--- config.mk ---
export PLATFORM = sky130hd
export DESIGN_NAME = loop_gain_and_leg_telemetry_regs
export DESIGN_NICKNAME = d
export VERILOG_FILES = /design/src/logic/loop_gain_regs_pkg.sv /design/src/logic/loop_gain_and_leg_telemetry_regs.sv
export SDC_FILE = /design/constraint.sdc
export NUM_CORES = 1
export LEC_CHECK = 0
export ABC_AREA = 0
export BUFFER_PORTS_ARGS = -buffer_cell sky130_fd_sc_hd__buf_2
export CAP_MARGIN = 5
export CORE_MARGIN = 3
export CORE_UTILIZATION = 55
export CTS_CLUSTER_DIAMETER = 150
export DETAILED_ROUTE_END_ITERATION = 10
export GPL_TIMING_DRIVEN = 0
export PLACE_DENSITY = 0.79
export SLEW_MARGIN = 20
export SYNTH_ARGS = -nofsm -noshare
export SYNTH_HDL_FRONTEND = slang
export SYNTH_SLANG_ARGS = --single-unit
--- constraint.sdc ---
create_clock -name i_sys_clk -period 6.85 [get_ports i_sys_clk]
set_input_delay 0.685 -clock i_sys_clk [delete_from_list [all_inputs] [get_ports i_sys_clk]]
set_output_delay 0.685 -clock i_sys_clk [all_outputs]
set_load 0.005 [all_outputs]
--- src/logic/loop_gain_regs_pkg.sv ---
// Constants, field layouts and carrier types for the loop gain and leg telemetry registers
package loop_gain_regs_pkg;

	// ----------------------------------------
	// Command codes
	// ----------------------------------------
	localparam logic [7:0] CMD_DERIV_GAIN_CFG = 8'hdf;
	localparam logic [7:0] CMD_AC_CURRENT_FEEDBACK_CFG = 8'he0;
	localparam logic [7:0] CMD_CURRENT_REPORT_SCALE = 8'he3;
	localparam logic [7:0] CMD_LEG_CURRENT_READBACK = 8'he4;
	localparam logic [7:0] CMD_LEG_TEMPERATURE_READBACK = 8'he5;
	localparam logic [7:0] VALID_PAGE = 8'h00;

	// ----------------------------------------
	// Reset values and write masks
	// ----------------------------------------
	localparam logic [15:0] DERIV_GAIN_RESET = 16'h0020;
	localparam logic [15:0] AC_FEEDBACK_RESET = 16'h6840;
	localparam logic [15:0] SCALE_RESET = 16'h4000;
	localparam logic [15:0] DERIV_GAIN_WMASK = 16'h1fff;
	localparam logic [15:0] FULL_WMASK = 16'hffff;
	localparam logic [15:0] UNITY_SCALE = 16'h4000;
	localparam logic [15:0] ZERO_SCALE = 16'h0000;
	localparam int SCALE_FRAC_BITS = 14;

	// ----------------------------------------
	// Field positions
	// ----------------------------------------
	localparam int DG_FIR_BIT = 12;
	localparam int DG_OVR_MANT_LSB = 8;
	localparam int DG_OVR_EXP_LSB = 6;
	localparam int DG_MANT_LSB = 2;
	localparam int DG_EXP_LSB = 0;
	localparam int CFB_HPF_LSB = 8;
	localparam int CFB_GAIN_LSB = 0;
	localparam int PG_EXP_LSB = 0;
	localparam logic signed [4:0] PG_EXP_BIAS = 5'sh03;
	localparam logic signed [4:0] DG_EXP_BIAS = 5'sh01;

	// ----------------------------------------
	// Carrier types
	// ----------------------------------------
	typedef struct packed {
		logic write;
		logic [7:0] code;
		logic [7:0] page;
		logic [15:0] data;
	} cmd_req_t;

	typedef struct packed {
		logic err;
		logic [15:0] data;
	} cmd_rsp_t;

	typedef struct packed {
		logic fir_one_tap;
		logic [3:0] mant;
		logic signed [4:0] shift;
	} deriv_gain_t;

endpackage : loop_gain_regs_pkg

--- src/logic/loop_gain_and_leg_telemetry_regs.sv ---
// Loop gain configuration and per-leg telemetry command registers
`timescale 1ns/1ps

module loop_gain_and_leg_telemetry_regs #(
	parameter int NUM_LEGS = 4,
	parameter int LEG_SEL_W = 2
) (
	input wire logic i_sys_clk,
	input wire logic i_reset,
	input wire logic i_cmd_valid,
	input wire loop_gain_regs_pkg::cmd_req_t i_cmd,
	input wire logic [LEG_SEL_W-1:0] i_leg_select,
	input wire logic [NUM_LEGS-1:0][15:0] i_leg_current,
	input wire logic [NUM_LEGS-1:0][15:0] i_leg_temperature,
	input wire logic [15:0] i_prop_gain_word,
	input wire logic i_one_leg_active,
	input wire logic [15:0] i_bus_current,
	output logic o_rsp_valid,
	output loop_gain_regs_pkg::cmd_rsp_t o_rsp,
	output loop_gain_regs_pkg::deriv_gain_t o_deriv_gain,
	output logic [7:0] o_hpf_coef,
	output logic [7:0] o_cfb_gain,
	output logic [15:0] o_scale_factor,
	output logic [15:0] o_scaled_current
);

	// ----------------------------------------
	// Helpers
	// ----------------------------------------
	function automatic logic [15:0] masked_write(
		input logic [15:0] old_val,
		input logic [15:0] new_val,
		input logic [15:0] mask
	);
		masked_write = (old_val & ~mask) | (new_val & mask);
	endfunction : masked_write

	function automatic logic signed [4:0] deriv_shift(
		input logic [1:0] d_exp,
		input logic [2:0] p_exp
	);
		deriv_shift = $signed({3'h0, d_exp}) + loop_gain_regs_pkg::DG_EXP_BIAS
			+ $signed({2'h0, p_exp}) - loop_gain_regs_pkg::PG_EXP_BIAS;
	endfunction : deriv_shift

	// Legs beyond the populated count read as zero rather than aliasing
	function automatic logic [15:0] pick_leg(
		input logic [NUM_LEGS-1:0][15:0] words,
		input logic [LEG_SEL_W-1:0] sel
	);
		if (32'(sel) < NUM_LEGS) begin
			pick_leg = words[sel];
		end else begin
			pick_leg = 16'h0000;
		end
	endfunction : pick_leg

	// ----------------------------------------
	// Storage: configuration words
	// ----------------------------------------
	logic [15:0] deriv_gain_cfg_reg;
	logic [15:0] deriv_gain_cfg_next;
	logic [15:0] ac_current_feedback_cfg_reg;
	logic [15:0] ac_current_feedback_cfg_next;
	logic [15:0] current_report_scale_reg;
	logic [15:0] current_report_scale_next;

	// ----------------------------------------
	// Storage: command response
	// ----------------------------------------
	logic rsp_valid_reg;
	logic rsp_valid_next;
	loop_gain_regs_pkg::cmd_rsp_t rsp_reg;
	loop_gain_regs_pkg::cmd_rsp_t rsp_next;
	loop_gain_regs_pkg::cmd_rsp_t rsp_load;

	// ----------------------------------------
	// Storage: decoded loop settings
	// ----------------------------------------
	loop_gain_regs_pkg::deriv_gain_t deriv_reg;
	loop_gain_regs_pkg::deriv_gain_t deriv_next;
	logic [7:0] hpf_reg;
	logic [7:0] hpf_next;
	logic [7:0] cfb_reg;
	logic [7:0] cfb_next;
	logic [15:0] scale_reg;
	logic [15:0] scale_next;
	logic [15:0] scaled_reg;
	logic [15:0] scaled_next;

	// ----------------------------------------
	// Command decode
	// ----------------------------------------
	wire logic hit_dg = i_cmd.code == loop_gain_regs_pkg::CMD_DERIV_GAIN_CFG;
	wire logic hit_cfb = i_cmd.code == loop_gain_regs_pkg::CMD_AC_CURRENT_FEEDBACK_CFG;
	wire logic hit_scale = i_cmd.code == loop_gain_regs_pkg::CMD_CURRENT_REPORT_SCALE;
	wire logic hit_cur = i_cmd.code == loop_gain_regs_pkg::CMD_LEG_CURRENT_READBACK;
	wire logic hit_temp = i_cmd.code == loop_gain_regs_pkg::CMD_LEG_TEMPERATURE_READBACK;
	wire logic hit_paged = hit_dg | hit_cfb | hit_scale;
	wire logic hit_global = hit_cur | hit_temp;

	// ----------------------------------------
	// Access checks
	// ----------------------------------------
	wire logic page_ok = i_cmd.page == loop_gain_regs_pkg::VALID_PAGE;
	wire logic paged_ok = hit_paged & page_ok;
	wire logic wr_ok = i_cmd_valid & i_cmd.write & paged_ok;
	// Bad page on a paged word, unknown code, or write to a read-only word
	wire logic cmd_bad = ~(paged_ok | (hit_global & ~i_cmd.write));

	// ----------------------------------------
	// Leg selection
	// ----------------------------------------
	wire logic [15:0] sel_current = pick_leg(i_leg_current, i_leg_select);
	wire logic [15:0] sel_temperature = pick_leg(i_leg_temperature, i_leg_select);

	// ----------------------------------------
	// Write enables
	// ----------------------------------------
	wire logic wr_dg = wr_ok & hit_dg;
	wire logic wr_cfb = wr_ok & hit_cfb;
	wire logic wr_scale = wr_ok & hit_scale;

	// ----------------------------------------
	// Register write paths
	// ----------------------------------------
	assign deriv_gain_cfg_next = wr_dg ?
		masked_write(deriv_gain_cfg_reg, i_cmd.data, loop_gain_regs_pkg::DERIV_GAIN_WMASK) :
		deriv_gain_cfg_reg;
	assign ac_current_feedback_cfg_next = wr_cfb ?
		masked_write(ac_current_feedback_cfg_reg, i_cmd.data,
			loop_gain_regs_pkg::FULL_WMASK) :
		ac_current_feedback_cfg_reg;
	assign current_report_scale_next = wr_scale ?
		masked_write(current_report_scale_reg, i_cmd.data,
			loop_gain_regs_pkg::FULL_WMASK) :
		current_report_scale_reg;

	// ----------------------------------------
	// Read path
	// ----------------------------------------
	wire logic [15:0] rd_mux =
		cmd_bad ? 16'h0000 :
		hit_dg ? (deriv_gain_cfg_reg & loop_gain_regs_pkg::DERIV_GAIN_WMASK) :
		hit_cfb ? ac_current_feedback_cfg_reg :
		hit_scale ? current_report_scale_reg :
		hit_cur ? sel_current :
		sel_temperature;

	// ----------------------------------------
	// Response word
	// ----------------------------------------
	assign rsp_next.err = cmd_bad;
	assign rsp_next.data = (i_cmd.write | cmd_bad) ? 16'h0000 : rd_mux;

	// ----------------------------------------
	// Derivative gain decode
	// ----------------------------------------
	wire logic [3:0] dg_mant = deriv_gain_cfg_reg[loop_gain_regs_pkg::DG_MANT_LSB +: 4];
	wire logic [1:0] dg_exp = deriv_gain_cfg_reg[loop_gain_regs_pkg::DG_EXP_LSB +: 2];
	wire logic [3:0] ovr_mant = deriv_gain_cfg_reg[loop_gain_regs_pkg::DG_OVR_MANT_LSB +: 4];
	wire logic [1:0] ovr_exp = deriv_gain_cfg_reg[loop_gain_regs_pkg::DG_OVR_EXP_LSB +: 2];
	wire logic [2:0] p_exp = i_prop_gain_word[loop_gain_regs_pkg::PG_EXP_LSB +: 3];
	wire logic use_ovr = i_one_leg_active & ((ovr_mant != 4'h0) | (ovr_exp != 2'h0));

	// ----------------------------------------
	// Derivative gain selection
	// ----------------------------------------
	assign deriv_next.fir_one_tap = deriv_gain_cfg_reg[loop_gain_regs_pkg::DG_FIR_BIT];
	assign deriv_next.mant = use_ovr ? ovr_mant : dg_mant;
	assign deriv_next.shift = use_ovr ? deriv_shift(ovr_exp, p_exp) :
		deriv_shift(dg_exp, p_exp);

	// ----------------------------------------
	// Current reporting scale
	// ----------------------------------------
	assign scale_next = (current_report_scale_reg == loop_gain_regs_pkg::ZERO_SCALE) ?
		loop_gain_regs_pkg::UNITY_SCALE : current_report_scale_reg;

	// ----------------------------------------
	// Scaled current
	// ----------------------------------------
	wire logic signed [33:0] scale_prod =
		$signed({{18{i_bus_current[15]}}, i_bus_current}) *
		$signed({18'h0, scale_reg});
	wire logic signed [33:0] scale_shr = scale_prod >>> loop_gain_regs_pkg::SCALE_FRAC_BITS;
	// Clamp instead of wrapping so a scale above unity never flips the reported sign
	wire logic too_high = scale_shr > 34'sh7fff;
	wire logic too_low = scale_shr < -34'sh8000;

	assign scaled_next = too_high ? 16'h7fff :
		too_low ? 16'h8000 :
		scale_shr[15:0];

	// ----------------------------------------
	// Register next values
	// ----------------------------------------
	assign rsp_valid_next = i_cmd_valid;
	// The response word stands until the next command is taken
	assign rsp_load = i_cmd_valid ? rsp_next : rsp_reg;
	assign hpf_next = ac_current_feedback_cfg_reg[loop_gain_regs_pkg::CFB_HPF_LSB +: 8];
	assign cfb_next = ac_current_feedback_cfg_reg[loop_gain_regs_pkg::CFB_GAIN_LSB +: 8];

	// ----------------------------------------
	// Configuration words
	// ----------------------------------------
	always_ff @(posedge i_sys_clk) begin
		if (i_reset) begin
			deriv_gain_cfg_reg <= loop_gain_regs_pkg::DERIV_GAIN_RESET;
		end else begin
			deriv_gain_cfg_reg <= deriv_gain_cfg_next;
		end
	end

	always_ff @(posedge i_sys_clk) begin
		if (i_reset) begin
			ac_current_feedback_cfg_reg <= loop_gain_regs_pkg::AC_FEEDBACK_RESET;
		end else begin
			ac_current_feedback_cfg_reg <= ac_current_feedback_cfg_next;
		end
	end

	always_ff @(posedge i_sys_clk) begin
		if (i_reset) begin
			current_report_scale_reg <= loop_gain_regs_pkg::SCALE_RESET;
		end else begin
			current_report_scale_reg <= current_report_scale_next;
		end
	end

	// ----------------------------------------
	// Command response
	// ----------------------------------------
	always_ff @(posedge i_sys_clk) begin
		if (i_reset) begin
			rsp_valid_reg <= 1'b0;
		end else begin
			rsp_valid_reg <= rsp_valid_next;
		end
	end

	always_ff @(posedge i_sys_clk) begin
		if (i_reset) begin
			rsp_reg <= '0;
		end else begin
			rsp_reg <= rsp_load;
		end
	end

	// ----------------------------------------
	// Decoded loop settings
	// ----------------------------------------
	always_ff @(posedge i_sys_clk) begin
		if (i_reset) begin
			deriv_reg <= '0;
		end else begin
			deriv_reg <= deriv_next;
		end
	end

	always_ff @(posedge i_sys_clk) begin
		if (i_reset) begin
			hpf_reg <= 8'h00;
		end else begin
			hpf_reg <= hpf_next;
		end
	end

	always_ff @(posedge i_sys_clk) begin
		if (i_reset) begin
			cfb_reg <= 8'h00;
		end else begin
			cfb_reg <= cfb_next;
		end
	end

	// ----------------------------------------
	// Current reporting
	// ----------------------------------------
	always_ff @(posedge i_sys_clk) begin
		if (i_reset) begin
			scale_reg <= loop_gain_regs_pkg::SCALE_RESET;
		end else begin
			scale_reg <= scale_next;
		end
	end

	always_ff @(posedge i_sys_clk) begin
		if (i_reset) begin
			scaled_reg <= 16'h0000;
		end else begin
			scaled_reg <= scaled_next;
		end
	end

	// ----------------------------------------
	// Outputs
	// ----------------------------------------
	assign o_rsp_valid = rsp_valid_reg;
	assign o_rsp = rsp_reg;
	assign o_deriv_gain = deriv_reg;
	assign o_hpf_coef = hpf_reg;
	assign o_cfb_gain = cfb_reg;
	assign o_scale_factor = scale_reg;
	assign o_scaled_current = scaled_reg;

endmodule : loop_gain_and_leg_telemetry_regs

==> results.sh <==
export IMPL_run_status="finished clean"
export IMPL_insertion_delay_ns=0.41
export IMPL_setup_viol_count_final=0
export IMPL_drt_pass1_iter_count=6
export IMPL_dp_hpwl_mm=38.40
export IMPL_yosysMostFrequentCell="nand2_1"
export IMPL_crit_type="flip-flop to flip-flop"
export IMPL_cts_buffer_depth=2
export IMPL_port_buffers=258
export IMPL_synthCells=1615
export IMPL_hold_class="flip-flop to flip-flop"
export IMPL_grt_pass1_wl_mm=71.42
export IMPL_postLayoutSetupSlackWorst_ns=0.1972
export IMPL_crit_required_ns=7.17
export IMPL_first_global_vias=13280
export IMPL_peakVddDrop_uv=186.8
export IMPL_clockRootBuffer="clkbuf_16"
export IMPL_largest_register_ffs=17
export IMPL_hold_viol=0
export IMPL_netlist_top_cell_by_area="fa_1"
export IMPL_viasPerCell=5.681
export IMPL_period_minus_slack_ns=6.653
export IMPL_dp_cells=2203
export IMPL_dp_slack_ns=-0.4805
export IMPL_skew_ns=0.007123
export IMPL_use_met3_pct=6.124
export IMPL_grt_remaining_overflow=0
export IMPL_fmax_ghz=0.1503
export IMPL_crit_fanout=10
export IMPL_wl_mm=45.94
export IMPL_drive_gt1_share_pct=21.76
export IMPL_ys_warnings_count=0
export IMPL_dpl_instance_area_um2=15940
export IMPL_syn_area_um2=14240
export IMPL_startpoint="o_scale_factor[4]$_SDFF_PP0_"
export IMPL_slew_headroom_pct=37.36
export IMPL_fin_util_pct=65.87
export IMPL_cts_tree="yes"
export IMPL_dieArea_um2=27850
export IMPL_yosys_most_used_dff="dfxtp_1"
export IMPL_row_count=58
export IMPL_grtUsageTotal_pct=32.94
export IMPL_startpoint_type="flip-flop"
export IMPL_synthesis_nets=2138
export IMPL_p_leak_nw=8.289
export IMPL_fp_coreArea_um2=25330
export IMPL_busiest_layer="met2"
export IMPL_powerDensity_nw_per_um2=126.5
export IMPL_rsz0062_at_grt="no"
export IMPL_reg2reg_from="o_scale_factor[4]$_SDFF_PP0_"
export IMPL_arrival_ns=6.97
export IMPL_cts_sink_count=121
export IMPL_yosysTopAreaCellShare_pct=27.42
export IMPL_grt_max_degree=17
export IMPL_vias=12760
export IMPL_cts_made_buffers=17
export IMPL_antenna_found_initial=13
export IMPL_synth_seq_area_share_pct=17.02
export IMPL_nFillCells=2118
export IMPL_final_max_slew_violation_count=0
export IMPL_die_h_um=166.9
export IMPL_grtUsageMet1_pct=37.72
export IMPL_routabilityCongestion=1.015
export IMPL_async_flop_share_pct=0
export IMPL_htree_num_levels=4
export IMPL_drtIter0Drc=914
export IMPL_final_nets=2414
export IMPL_yosys_top_cells_area="fa_1, dfxtp_1, ha_1, nand2_1, inv_1"
export IMPL_yosys_top_cells_count="nand2_1, inv_1, fa_1"
export IMPL_final_cell_area_um2=16680
export IMPL_synth_edf_count=0
export IMPL_max_slew_worst_pin_slew_ns=0.9340
export IMPL_ys_types=64
export IMPL_fin_crit_sh_pct=97.12
export IMPL_clk_pin_slew_worst_paths_ns=0.06
export IMPL_io_pins=275
export IMPL_start_util_pct=56.21
export IMPL_ant_nets=0
export IMPL_grtUsageMet2_pct=57.45
export IMPL_crit_path_end_kind="flip-flop"
export IMPL_ys_ff_latch=121
export IMPL_avgSynthCellArea_um2=8.815
export IMPL_drv_cap=0
export IMPL_areaGrowthSynthToFinish_pct=17.18
export IMPL_drc=0
export IMPL_instances_no_fill=2246
export IMPL_wl_per_cell_um=20.45
export IMPL_die_w_um=166.9
export IMPL_hp_start="o_rsp[0]$_SDFFE_PP0P_"
-- power breakdown --
part | internal [mW] | switching (mW) | total, mW
logic | 0.203 | 0.284 | 0.487
clock network | 0.571 | 0.321 | 0.892
registers | 0.722 | 0.00937 | 0.731
total | 1.50 | 0.615 | 2.11
-- worst max-delay path: stages (launching register included) --
cell and delay [ns]:
dfxtp_2 0.51, buf_2 0.38, nand2_1 0.12, fa_1 0.49, inv_1 0.05, fa_1 0.56, fa_1 0.43, fa_1 0.49
fa_1 0.51, inv_1 0.05, fa_1 0.52, inv_1 0.06, ha_1 0.33, a21oi_1 0.22, o21ai_0 0.15, o21ai_0 0.22
o211ai_2 0.16, o21a_2 0.29, o211ai_1 0.17, o211a_1 0.26, clkbuf_4 0.24, o211ai_2 0.10, buf_4 0.19, o31ai_1 0.07
-- layer usage --
layer | vias to the layer above | routed length, µm | part of all wire, %
met4 | 0 | 2833 | 6.2
met5 | - | 0 | 0
met3 | 152 | 3341 | 7.3
li1 | 5768 | - | -
met2 | 623 | 23520 | 51
met1 | 6217 | 16250 | 35
-- cell type report --
cell class                 instances  area (µm²)  share of cell area (%)
multi-input combinational       1169       10600                   63.53
sequential                       121        2444                   14.65
timing repair buffer             262        1334                   7.995
inverter                         250       938.4                   5.625
clock buffer                      20       436.7                   2.618
tap                              330       412.9                   2.475
buffer                            70       339.1                   2.033
clock inverter                    11       147.6                  0.8850
antenna                           13       32.53                  0.1950
-- kinds of logic after synthesis --
group	synth area share (%)
buffers and inverters	8.683
muxes	5.634
xor gates and xnor gates	0.8613
DFF	17.02
and+or+nand+nor	18.61
AOI/OAI and AO/OA	10.44
adders and majority gates	38.76
-- through the flow --
| step | TNS [ns] | hold slack [ns] | power (mW) |
|---|---|---|---|
| 6_report | 0 | 0.4814 | 2.110 |
| 2_1_floorplan | 0 | 0.4405 | 1.025 |
| 5_1_grt | 0 | 0.4947 | 2.197 |
| 4_1_cts | 0 | 0.4769 | 2.108 |
| 3_5_place_dp | -6.372 | 0.4629 | 1.220 |
| 3_3_place_gp | -6.296 | 0.4632 | 1.213 |
-- final timing paths --
check                              endpoint  slack (ns)  cells after the start
max          o_scaled_current[6]$_SDFF_PP0_        0.20                     23
min                   o_rsp[0]$_SDFFE_PP0P_        0.48                      2
max reg2reg  o_scaled_current[6]$_SDFF_PP0_        0.20                     23
min reg2reg           o_rsp[0]$_SDFFE_PP0P_        0.48                      2
-- layout by cell type (no fill, tap or decap), drive strengths merged, types with 10 or more instances in the layout --
cell,instances
a21oi,92
clkbuf,69
dfxtp,121
inv,252
xnor2,10
nor2b,29
a21o,10
nor2,55
diode,13
a32oi,13
mux4,19
nand3,13
and2,125
buf,283
nor3,25
mux2,27
nand2,253
o22ai,18
ha,129
fa,195
o21ai,57
-- timing repair --
item                                    in CTS  in global routing
gates resized for setup                     25                 55
endpoints found under the setup margin      16                 16
pin swaps                                    2                  1
hold buffers                                 0                  0
buffers inserted                             3                  1
Note: power is estimated with default switching activity, not from simulation.
